`src/hw/stp_pkg.sv`:
```
// Package with register map, field layout and reset values of the shared prescaler
package stp_pkg;
   localparam int          REG_AW              = 9;
   localparam logic [8:0]  ADDR_TIMER_COUNT    = 9'h001;
   localparam logic [8:0]  ADDR_INTR_CTRL      = 9'h00b;
   localparam logic [8:0]  ADDR_INTR_CTRL_HI   = 9'h08b;
   localparam logic [8:0]  ADDR_OPTION         = 9'h081;
   localparam logic [8:0]  ADDR_PIN_DIR        = 9'h085;
   localparam logic [7:0]  RST_OPTION          = 8'hff;
   localparam logic [7:0]  RST_INTR_CTRL       = 8'h00;
   localparam logic [7:0]  RST_PIN_DIR         = 8'h3f;
   localparam logic [7:0]  RST_TIMER_COUNT     = 8'h00;
   localparam logic [7:0]  MASK_PIN_DIR        = 8'h3f;
   localparam int          OPT_ASSIGN_BIT      = 3;
   localparam int          OPT_RATIO_MSB       = 2;
   localparam int          OPT_SRC_BIT         = 5;
   localparam int          OPT_EDGE_BIT        = 4;
   localparam int          INTC_OVF_IE_BIT     = 5;
   localparam int          INTC_OVF_FLAG_BIT   = 2;
   localparam int          PSC_W               = 8;
   localparam int          WDT_W               = 8;
endpackage

```
`src/hw/stp_prescale_if.sv`:
```
// Interface carrying prescaler controls and the divided tick between core and counter
`timescale 1ns/1ps
interface stp_prescale_if;
   logic       tick_in;     // Event to be divided
   logic       clear;       // Count back to zero
   logic [2:0] ratio;       // Ratio field
   logic       to_wdt;      // Assignment: 1 = watchdog
   logic       tick_out;    // Divided event
   modport core (output tick_in, output clear, output ratio, output to_wdt, input tick_out);
   modport psc  (input tick_in, input clear, input ratio, input to_wdt, output tick_out);
endinterface

```
`src/hw/stp_timer_core.sv`:
```
// Timer, watchdog and shared prescaler with the processor register file
`timescale 1ns/1ps
// What this block does
// - One 8-bit counter serves timer or watchdog, never both.
// - Assignment bit 3 of option register at zero routes prescaler to timer.
// - Option bits 2..0 select the division ratio.
// - Prescaler count is never readable or writable by software.
// - Any write to timer count clears prescaler while assigned to timer.
// - Watchdog clear instruction clears prescaler and watchdog when assigned to watchdog.
// - Assignment may change any time without reset or halt.
module stp_timer_core
   import stp_pkg::*;
(
   input  wire logic                 i_clk_sys,
   input  wire logic                 i_nrst,
   input  wire logic [REG_AW-1:0]    i_addr,
   input  wire logic                 i_wr,
   input  wire logic                 i_rd,
   input  wire logic [7:0]           i_wdata,
   input  wire logic                 i_wdt_clear,
   input  wire logic                 i_wdt_enable,
   input  wire logic                 i_wdt_osc_tick,
   input  wire logic                 i_ext_clk,
   output logic      [7:0]           o_rdata,
   output logic                      o_wdt_reset,
   output logic                      o_timer_irq,
   output logic      [7:0]           o_pin_dir
);
   stp_prescale_if p_if ();

   logic [7:0]       timer_r, timer_nxt;
   logic [7:0]       option_r, option_nxt;
   logic [7:0]       intc_r, intc_nxt;
   logic [7:0]       pindir_r, pindir_nxt;
   logic [WDT_W-1:0] wdt_r, wdt_nxt;
   logic             wdt_rst_nxt;
   logic [7:0]       rdata_nxt;
   logic             irq_nxt;
   logic             ext_q_r;
   logic             ext_edge;
   logic             tmr_src_tick;
   logic             timer_inc;
   logic             timer_wr;
   logic             to_wdt;
   logic             wr_option;
   logic             wr_intc;
   logic             wr_pindir;
   logic             timer_ovf;
   logic             wdt_tick;

   // Address decode shared by read and write paths
   function automatic logic hit(input logic [REG_AW-1:0] a, input logic [REG_AW-1:0] r);
      return a == r;
   endfunction

   assign to_wdt   = option_r[OPT_ASSIGN_BIT];
   assign timer_wr = i_wr && hit(i_addr, ADDR_TIMER_COUNT);

   // Timer source: instruction clock or selected edge of external pin
   assign ext_edge     = option_r[OPT_EDGE_BIT] ? (ext_q_r && !i_ext_clk) : (!ext_q_r && i_ext_clk);
   assign tmr_src_tick = option_r[OPT_SRC_BIT] ? ext_edge : 1'b1;

   // Drive the shared prescaler from whichever party owns it
   assign p_if.to_wdt  = to_wdt;
   assign p_if.ratio   = option_r[OPT_RATIO_MSB:0];
   assign p_if.tick_in = to_wdt ? i_wdt_osc_tick : tmr_src_tick;
   assign p_if.clear   = to_wdt ? i_wdt_clear : timer_wr;

   // Timer undivided when prescaler belongs to the watchdog
   assign timer_inc = to_wdt ? tmr_src_tick : p_if.tick_out;

   // Notes for the software that drives this block:
   // - The prescaler count itself is invisible; only its owner and ratio read back.
   // - A timer write restarts the prescaler only while the timer owns it, so a write
   //   right after a handover to the watchdog leaves the count untouched.
   // - Handing the prescaler to the watchdog with a small ratio can make the watchdog
   //   wrap almost at once; clear the watchdog, clear the timer, park a large ratio,
   //   clear the watchdog again and only then choose the final ratio.
   // - Handing it back to the timer needs a watchdog clear first, even while the
   //   watchdog is disabled, because the count still holds a partial period.
   // - Ownership may change on any cycle; a divided tick already in flight is
   //   delivered to the new owner one cycle later.
   // - The watchdog reset request is a single-cycle pulse; whoever resets the device
   //   must stretch it if a longer pulse is needed.
   // - Interrupt control answers at two addresses; both reach the same register.
   // - Hardware sets the overflow flag on a wrap, and a software write of one sets it too; software clears it by writing zero.
   // - Pin direction bits 7 and 6 do not exist and always read as zero.
   // - The external clock pin is taken as synchronous; an edge is one cycle of change.
   stp_prescaler u_psc (
      .i_clk_sys (i_clk_sys),
      .i_nrst    (i_nrst),
      .p_if      (p_if)
   );

   // Per-register write strobes, decoded once and shared by the next-state logic
   assign wr_option = i_wr && hit(i_addr, ADDR_OPTION);
   assign wr_intc   = i_wr && (hit(i_addr, ADDR_INTR_CTRL) || hit(i_addr, ADDR_INTR_CTRL_HI));
   assign wr_pindir = i_wr && hit(i_addr, ADDR_PIN_DIR);

   // Timer steps past its top value; a write in the same cycle replaces the step
   assign timer_ovf = timer_inc && !timer_wr && (&timer_r);

   // Watchdog step: postscaled tick while it owns the prescaler, raw oscillator tick otherwise
   assign wdt_tick  = i_wdt_enable && (to_wdt ? p_if.tick_out : i_wdt_osc_tick);

   // Next values of the software-visible control registers
   always_comb begin
      option_nxt = option_r;
      intc_nxt   = intc_r;
      pindir_nxt = pindir_r;
      if (wr_option) begin
         option_nxt = i_wdata;
      end
      if (wr_intc) begin
         intc_nxt = i_wdata;
      end
      if (wr_pindir) begin
         pindir_nxt = i_wdata & MASK_PIN_DIR;                   // Upper direction bits do not exist
      end
      // Hardware set of the overflow flag wins over a software clear in the same cycle
      if (timer_ovf) begin
         intc_nxt[INTC_OVF_FLAG_BIT] = 1'b1;
      end
   end

   // Control registers; the option reset value leaves the prescaler on the watchdog side
   always_ff @(posedge i_clk_sys or negedge i_nrst) begin
      if (!i_nrst) begin
         option_r <= RST_OPTION;
         intc_r   <= RST_INTR_CTRL;
         pindir_r <= RST_PIN_DIR;
      end else begin
         option_r <= option_nxt;
         intc_r   <= intc_nxt;
         pindir_r <= pindir_nxt;
      end
   end

   // Timer count: a write loads the new value and takes priority over a step
   always_comb begin
      timer_nxt = timer_r;
      if (timer_wr) begin
         timer_nxt = i_wdata;
      end else if (timer_inc) begin
         timer_nxt = timer_r + 8'h01;
      end
   end

   // Timer count and the previous level of the external clock pin for edge detection
   always_ff @(posedge i_clk_sys or negedge i_nrst) begin
      if (!i_nrst) begin
         timer_r <= RST_TIMER_COUNT;
         ext_q_r <= 1'b0;
      end else begin
         timer_r <= timer_nxt;
         ext_q_r <= i_ext_clk;
      end
   end

   // Watchdog counter; the clear instruction restarts it whoever owns the prescaler
   always_comb begin
      wdt_nxt     = wdt_r;
      wdt_rst_nxt = 1'b0;
      if (i_wdt_clear) begin
         wdt_nxt = '0;
      end else if (wdt_tick) begin
         wdt_nxt     = wdt_r + WDT_W'(1);
         wdt_rst_nxt = &wdt_r;                                  // Wrap raises a one-cycle reset request
      end
   end

   // Watchdog counter register
   always_ff @(posedge i_clk_sys or negedge i_nrst) begin
      if (!i_nrst) begin
         wdt_r <= '0;
      end else begin
         wdt_r <= wdt_nxt;
      end
   end

   // Read mux; prescaler count has no address
   always_comb begin
      rdata_nxt = 8'h00;
      if (i_rd) begin
         if (hit(i_addr, ADDR_TIMER_COUNT)) begin
            rdata_nxt = timer_r;
         end else if (hit(i_addr, ADDR_OPTION)) begin
            rdata_nxt = option_r;
         end else if (hit(i_addr, ADDR_INTR_CTRL) || hit(i_addr, ADDR_INTR_CTRL_HI)) begin
            rdata_nxt = intc_r;
         end else if (hit(i_addr, ADDR_PIN_DIR)) begin
            rdata_nxt = pindir_r;
         end
      end
      irq_nxt = intc_nxt[INTC_OVF_FLAG_BIT] && intc_nxt[INTC_OVF_IE_BIT];
   end

   // Registered outputs; pin direction follows the register in the cycle it is written
   always_ff @(posedge i_clk_sys or negedge i_nrst) begin
      if (!i_nrst) begin
         o_rdata     <= 8'h00;
         o_wdt_reset <= 1'b0;
         o_timer_irq <= 1'b0;
         o_pin_dir   <= RST_PIN_DIR;
      end else begin
         o_rdata     <= rdata_nxt;
         o_wdt_reset <= wdt_rst_nxt;
         o_timer_irq <= irq_nxt;
         o_pin_dir   <= pindir_nxt;
      end
   end
endmodule // stp_timer_core

```
`src/hw/stp_prescaler.sv`:
```
// Shared 8-bit prescaler counter with power-of-two tap selection
`timescale 1ns/1ps
module stp_prescaler
   import stp_pkg::*;
(
   input  wire logic    i_clk_sys,
   input  wire logic    i_nrst,
   stp_prescale_if.psc  p_if
);
   logic [PSC_W-1:0] cnt_r;
   logic [PSC_W-1:0] cnt_nxt;
   logic [PSC_W:0]   tap;
   logic             out_nxt;

   // Counter advances on each input event; taps pick the division ratio
   always_comb begin
      cnt_nxt = cnt_r;
      out_nxt = 1'b0;
      // Bit k of tap marks the step that carries into bit k: once per 2**k events
      tap     = {1'b0, cnt_r} ^ ({1'b0, cnt_r} + 9'h001);
      if (p_if.clear) begin
         cnt_nxt = '0;
      end else if (p_if.tick_in) begin
         cnt_nxt = cnt_r + 8'h01;
         // Watchdog divides by 1..128, timer by 2..256
         if (p_if.to_wdt) begin
            out_nxt = tap[p_if.ratio];
         end else begin
            out_nxt = tap[{1'b0, p_if.ratio} + 4'h1];
         end
      end
   end

   always_ff @(posedge i_clk_sys or negedge i_nrst) begin
      if (!i_nrst) begin
         cnt_r         <= '0;
         p_if.tick_out <= 1'b0;
      end else begin
         cnt_r         <= cnt_nxt;
         p_if.tick_out <= out_nxt;
      end
   end
endmodule // stp_prescaler

```
`config.mk`:
```
export PLATFORM = sky130hd
export DESIGN_NAME = stp_timer_core
export DESIGN_NICKNAME = d
export VERILOG_FILES = /design/src/hw/stp_pkg.sv /design/src/hw/stp_prescale_if.sv /design/src/hw/stp_timer_core.sv /design/src/hw/stp_prescaler.sv
export SDC_FILE = /design/constraint.sdc
export NUM_CORES = 1
export LEC_CHECK = 0
export BUFFER_PORTS_ARGS = -buffer_cell sky130_fd_sc_hd__buf_2
export CAP_MARGIN = 20
export CORE_ASPECT_RATIO = 0.6
export CORE_UTILIZATION = 57
export DETAILED_ROUTE_END_ITERATION = 16
export PLACE_DENSITY = 0.78
export SLEW_MARGIN = 20
export SYNTH_ARGS = -nofsm -noshare
export SYNTH_HDL_FRONTEND = slang
export SYNTH_SLANG_ARGS = --single-unit
```
`constraint.sdc`:
```
create_clock -name i_clk_sys -period 2.5 [get_ports i_clk_sys]
set_input_delay 0.375 -clock i_clk_sys [delete_from_list [all_inputs] [get_ports i_clk_sys]]
set_output_delay 0.375 -clock i_clk_sys [all_outputs]
set_load 0.05 [all_outputs]
```
==> results of run 1 <==
==> stage by stage <==
stage	hold slack [ps]	utilization	std cells
floorplan	79.4	-	271
global placement	433	0.674	368
detailed placement	437	0.674	368
CTS	63.7	0.718	384
global route	93.7	0.718	384
finish	56.3	0.718	384
==> power by group <==
group	total, mW	leakage, nW	switching [mW]	internal, mW
sequential	1.30	0.723	0.199	1.10
combinational	0.557	0.775	0.299	0.258
clock	0.929	0.107	0.369	0.560
total	2.78	1.61	0.867	1.92
==> worst paths after layout <==
kind	startpoint	to	slack, ps	depth (start not counted)
worst max-delay path	option_r[3]$_DFFE_PN1P_	wdt_r[7]$_DFFE_PN0P_	420	6
worst min-delay path	i_nrst	o_timer_irq$_DFF_PN0_	60	1
min in group i_clk_sys	i_ext_clk	ext_q_r$_DFF_PN0_	170	1
worst max register to register	option_r[3]$_DFFE_PN1P_	wdt_r[7]$_DFFE_PN0P_	420	6
worst min register to register	intc_r[4]$_DFFE_PN0P_	intc_r[4]$_DFFE_PN0P_	510	1
max in group asynchronous	i_nrst	option_r[0]$_DFFE_PN1P_	1770	2
==> layout by cell type (no fill, tap or decap), types with 2 or more instances in the layout <==
| cell type | Yosys | final |
|---|---|---|
| mux2i_1 | 6 | 6 |
| nand3b_1 | 2 | 2 |
| buf_4 | 2 | 3 |
| clkinv_2 | 0 | 2 |
| conb_1 | 1 | 2 |
| o21ai_0 | 10 | 10 |
| nand4_1 | 10 | 10 |
| nor4_1 | 4 | 4 |
| and3_1 | 6 | 6 |
| or3b_1 | 2 | 2 |
| nand2b_1 | 2 | 2 |
| nand3_1 | 6 | 6 |
| nor3_4 | 2 | 2 |
| dfstp_2 | 14 | 14 |
| xnor2_1 | 4 | 4 |
| clkbuf_8 | 0 | 9 |
| ha_1 | 4 | 4 |
| clkbuf_1 | 3 | 2 |
| nor2b_1 | 5 | 5 |
| nand2_4 | 3 | 3 |
| a221oi_1 | 6 | 6 |
| a21oi_1 | 19 | 19 |
| buf_2 | 1 | 40 |
| xor2_1 | 15 | 15 |
| or3_1 | 3 | 3 |
| a222oi_1 | 2 | 2 |
| inv_1 | 4 | 4 |
| a311oi_1 | 2 | 2 |
| mux2_2 | 21 | 21 |
| nor2_1 | 23 | 23 |
| dfrtp_1 | 44 | 44 |
| nand2_1 | 23 | 23 |
| bufinv_16 | 0 | 2 |
==> final cells by class <==
class	instances	area, µm²	share of cell area
clock inverter	5	78.8	0.0229
sequential	58	1470	0.426
timing repair buffer	44	243	0.0704
tap	63	78.8	0.0229
clock buffer	11	131	0.0381
inverter	4	15.0	0.00436
multi-input combinational	199	1430	0.415
==> worst max-delay path: stages, from the launching register on <==
cell and delay [ps]:
dfstp_2 720, mux2i_1 220, nor2b_1 150, buf_4 150, nand4_1 220, or3_1 370, a21oi_1 170
==> cells by family (layout without fill, tap and decap cells) <==
family          Yosys count  count (layout)  synth area share
compound gates           46              46             0.110
simple gates            101             101             0.196
other cells               1               2           0.00126
fa+ha+maj                 4               4            0.0168
buf+inv                  14              64            0.0281
xor+xnor                 19              19            0.0559
mux                      27              27            0.0995
flops                    58              58             0.493
==> synth_stat cells, types with 10 or more instances <==
library cell,number
nand2_1,23
dfstp_2,14
a21oi_1,19
nand4_1,10
dfrtp_1,44
mux2_2,21
xor2_1,15
o21ai_0,10
nor2_1,23
==> layer usage <==
metal  global-route usage  part of all wire
met3                0.101             0.086
met4               0.0823            0.0081
met2                0.370              0.42
met1                0.399              0.48
met5                    0                 0
==> state kept, by name, summed over array words and instances (netlist names) <==
register,count
ext_q_r,1
intc_r,8
o_pin_dir,6
o_rdata,8
o_timer_irq,1
o_wdt_reset,1
option_r,8
timer_r,8
u_psc.cnt_r,8
u_psc.p_if.tick_out,1
wdt_r,8
==> metrics.txt, run 1 <==
Max-slew headroom 0.564; final setup fails 0; via/cell ratio 5.93; antenna diode count 0; syn_area_per_cell 11.0 µm²; synthesized area 2980 µm²; crit start category flop; Yosys top cell by area dfrtp_1; Clock Tree Buf Depth 2; global route total overflow 0; leakage 1.61 nW; Fillers 340; Power Total 2.78 mW; Yosys reg bits 58; via count 2,276; Critical Path Fanout Max 12; total length of routed wires 6560 µm; share of layout cells above drive strength 1 0.330; Nets 345; Resized Gates After CTS 0; Sink Count 58; Final Cell Area 3450 µm²; min Tclk post-route 2080 ps; synthesized instance count 270; Clock Latency Late Sink 340 ps; Initial Utilization 0.620; Arrival @ worst endpoint 2350 ps; CTS buffer count 9; routed len/inst 17.1 µm; Worst Hold Class primary input to async pin; Hold Fails Final Rpt 0; share of the synthesized area in the top cell type 0.370; clk_skew 5.69 ps; RSZ-0062 raised after global routing false; die width 95.3 µm; Post-CTS Setup Repair Bufs 0; asr flop ratio synth 1.00; die area 5530 µm²; top cells by area, synth dfrtp_1 37%, dfstp_2 12%, mux2_2 7.9%; area added between synthesis and finish 15.7%; post-route setup slack 419 ps; CP Capture Type flop; Max-cap violations 0; Detail Placement HPWL 4740 µm; DRT antenna net count 0; placed cell areas 3240 µm²; first-pass GRT wire length 10,800 µm; max-slew violations 0; pre-CTS setup slack 271 ps; Post-synth EDFFs 0; status finished clean; Final GP Congestion 0.817; Worst Path Required 2760 ps; IO Port Bufs 40; largest net degree at the start of global routing 33; Pre-Repair DR Iteration Count 5; Main synth FF type dfrtp_1; row count 19; gr usage total 0.271; core footprint 4800 µm²; Synth cell types 49; post-route clock period utilization 0.832; io pins 43; antenna violations before repair 0; hold-fix buffer count after cts 0; Setup TNS Final 0 ps; Die Span Y 58 µm; Yosys warning total 0; Worst Setup Path Type flop to flop; Peak VDD IR 0.000472 V; Worst Tran Pin Value 653 ps; drt drc 0; Reg clk slew, reported paths 70 ps; H-tree level count 3; first-iteration detailed-routing DRC count 170; CTS Root Cell clkbuf_8; fmax 0.481 GHz; power per cell area 808 nW/µm²; vias in the first global route 2,102; CTS tree done; sequential share of the synthesized area 0.493
(Power assumes the default switching activity.)
==> inputs of run 2 (changes only) <==
==> constraint.sdc (replaced) <==
create_clock -name i_clk_sys -period 2.1 [get_ports i_clk_sys]
set_input_delay 0.315 -clock i_clk_sys [delete_from_list [all_inputs] [get_ports i_clk_sys]]
set_output_delay 0.315 -clock i_clk_sys [all_outputs]
set_load 0.05 [all_outputs]
==> run 2 against run 1 <==
Critical path type unchanged. First-iteration DRC count increased by 11%. Register-to-register slack got worse by 230 ps. Count of clock-buffer cells in the layout rose by 1. Core utilization rose by 1.2 points. Highest routed layer unchanged. Combinational power is 23% higher. Critical endpoint is now wdt_r[5]$_DFFE_PN0P_. Setup slack worse by 230 ps. Global-route usage increased by 0.83 points. Design area grew 1.7%. Cell count rose by 2.1%. Sequential power up 19%.
==> metrics.txt, run 2 (synthesis gave the netlist of run 1 again) <==
status finished clean (unchanged); max-slew violations 0 (unchanged); die area 5530 µm² (unchanged); Final Cell Area 3500 µm² (was 3450 µm²); first-pass GRT wire length 11,100 µm (was 10,800 µm); Pint 2.24 mW (was 1.92 mW); commonest non-fill, non-tap cells in the layout 44 x dfrtp_1, 40 x buf_2, 23 x nand2_1, 23 x nor2_1, 21 x mux2_2 (unchanged); antenna diode count 0 (unchanged); CP Capture Type flop (unchanged); Critical Path Fanout Max 8 (was 12); H-tree level count 3 (unchanged); crit start category flop (unchanged); core footprint 4800 µm² (unchanged); leakage 1.63 nW (was 1.61 nW); RSZ-0062 raised after global routing false (unchanged); die width 95.3 µm (unchanged); Die Span Y 58 µm (unchanged); Seq pwr share 0.471 (was 0.466); Pre-Repair DR Iteration Count 6 (was 5); Clock Tree Buf Depth 2 (unchanged); Detail Placement HPWL 4880 µm (was 4740 µm); Peak VDD IR 0.000644 V (was 0.000472 V); via/cell ratio 5.97 (was 5.93); area added between synthesis and finish 17.6% (was 15.7%); largest net degree at the start of global routing 42 (was 33); clk_skew 9.19 ps (was 5.69 ps); CP cell instances mux2i_1 -> nor2b_1 -> nand4_1 -> or3_1 -> a21oi_1 (was mux2i_1 -> nor2b_1 -> buf_4 -> nand4_1 -> or3_1 -> a21oi_1); Sink Count 58 (unchanged); vias in the first global route 2,284 (was 2,102); CTS buffer count 9 (unchanged); total length of routed wires 6810 µm (was 6560 µm); io pins 43 (unchanged); fmax 0.524 GHz (was 0.481 GHz); Initial Utilization 0.620 (unchanged); Worst Path Required 2360 ps (was 2760 ps); Net Sw Power 1.04 mW (was 867 µW); Fillers 350 (was 340); share of layout cells above drive strength 1 0.347 (was 0.330); post-route clock period utilization 0.909 (was 0.832); Max-cap violations 0 (unchanged); IO Port Bufs 40 (unchanged); DRT antenna net count 0 (unchanged); min Tclk post-route 1910 ps (was 2080 ps); power per cell area 936 nW/µm² (was 808 nW/µm²); Sw Share 0.317 (was 0.312); gr usage total 0.279 (was 0.271); first-iteration detailed-routing DRC count 189 (was 170); Clock Latency Late Sink 340 ps (about the same); commonest non-fill, non-tap cell in the layout dfrtp_1 (unchanged); Hold Fails Final Rpt 0 (unchanged); placed cell areas 3290 µm² (was 3240 µm²); Max-slew headroom 0.655 (was 0.564); routed len/inst 17.4 µm (was 17.1 µm); Setup TNS Final 0 ps (unchanged); slowest cell on the critical path dfstp_2 (unchanged); Worst Hold Class primary input to flop (was primary input to async pin); Worst Setup Path Type flop to flop (unchanged); antenna violations before repair 0 (unchanged); Nets 353 (was 345); Arrival @ worst endpoint 2170 ps (was 2350 ps); crit-path max cell delay 620 ps (was 720 ps); Reg clk slew, reported paths 70 ps (about the same); Resized Gates After CTS 0 (unchanged); Worst Tran Pin Value 518 ps (was 653 ps); global route total overflow 0 (unchanged); CTS Root Cell clkbuf_8 (unchanged); final setup fails 0 (unchanged); CTS tree done (unchanged); Gate power share 0.209 (was 0.200); Clk network pwr share 0.319 (was 0.334); drt drc 0 (unchanged); via count 2,341 (was 2,276); Final GP Congestion 0.835 (was 0.817); row count 19 (unchanged)
-- run 2: changes by cell type in the layout (fill, tap and decap cells not counted), sizes merged --
cell,delta
buf,+7
bufinv,-1
clkbuf,+1
clkinv,-2
clkinvlp,+2
dlygate4sd3,+1
-- run 2: power by group through the flow --
stage / registers [mW] / logic (mW) / clock network (mW)
5_1_grt: 1.58 / 0.767 / 1.11
3_5_place_dp: 1.56 / 0.673 / 0
4_1_cts: 1.54 / 0.681 / 1.06
2_1_floorplan: 1.49 / 0.516 / 0
3_3_place_gp: 1.55 / 0.646 / 0
6_report: 1.55 / 0.687 / 1.05
-- run 2: per-stage QoR --
stage / hold WS [ps] / util / setup WS (ps) / total power, mW / instances
2_1_floorplan: 19.4 / - / 236 / 2.00 / 271
3_3_place_gp: 276 / 0.685 / 101 / 2.20 / 375
3_5_place_dp: 280 / 0.685 / 40.8 / 2.23 / 375
4_1_cts: 86.4 / 0.730 / 207 / 3.28 / 392
5_1_grt: 88.9 / 0.730 / 6.67 / 3.45 / 392
6_report: 98.4 / 0.730 / 192 / 3.28 / 392
-- run 2: repair_timing --
action	4_1_cts	5_1_grt
setup buffers	0	0
endpoints found under the hold margin	15	0
hold buffers	1	0
-- run 2: final timing paths --
kind | startpoint | to | slack [ps] | depth (start not counted)
max | option_r[3]$_DFFE_PN1P_ | wdt_r[5]$_DFFE_PN0P_ | 190 | 5
min | i_ext_clk | ext_q_r$_DFF_PN0_ | 100 | 1
max reg2reg | option_r[3]$_DFFE_PN1P_ | wdt_r[5]$_DFFE_PN0P_ | 190 | 5
max in group asynchronous | i_nrst | o_pin_dir[3]$_DFFE_PN1P_ | 1020 | 3
min reg2reg | intc_r[1]$_DFFE_PN0P_ | intc_r[1]$_DFFE_PN0P_ | 510 | 1
min in group asynchronous | i_nrst | o_rdata[4]$_DFF_PN0_ | 450 | 2
-- run 2: routing by layer --
| metal | GRT usage | wire, µm |
|---|---|---|
| met3 | 0.0971 | 560 |
| met2 | 0.390 | 2900 |
| met1 | 0.408 | 3270 |
| met4 | 0.0887 | 74 |
| met5 | 0 | 0 |
-- run 2: layout make-up --
type | instances | area [µm²] | area share
Timing Repair Buffer | 52 | 305 | 0.0871
Clock buffer | 12 | 155 | 0.0443
Inverter | 4 | 15.0 | 0.00429
Tap cell | 63 | 78.8 | 0.0225
Sequential cell | 58 | 1470 | 0.419
Clock inverter | 4 | 50.0 | 0.0143
Multi-Input combinational cell | 199 | 1430 | 0.408
-- run 2: critical path, delay by kind of cell (launching register included) --
family	cells	cell delay (ps)
and+or+nand+nor	3	900
DFF	1	620
AOI/OAI and AO/OA	1	150
muxes	1	150
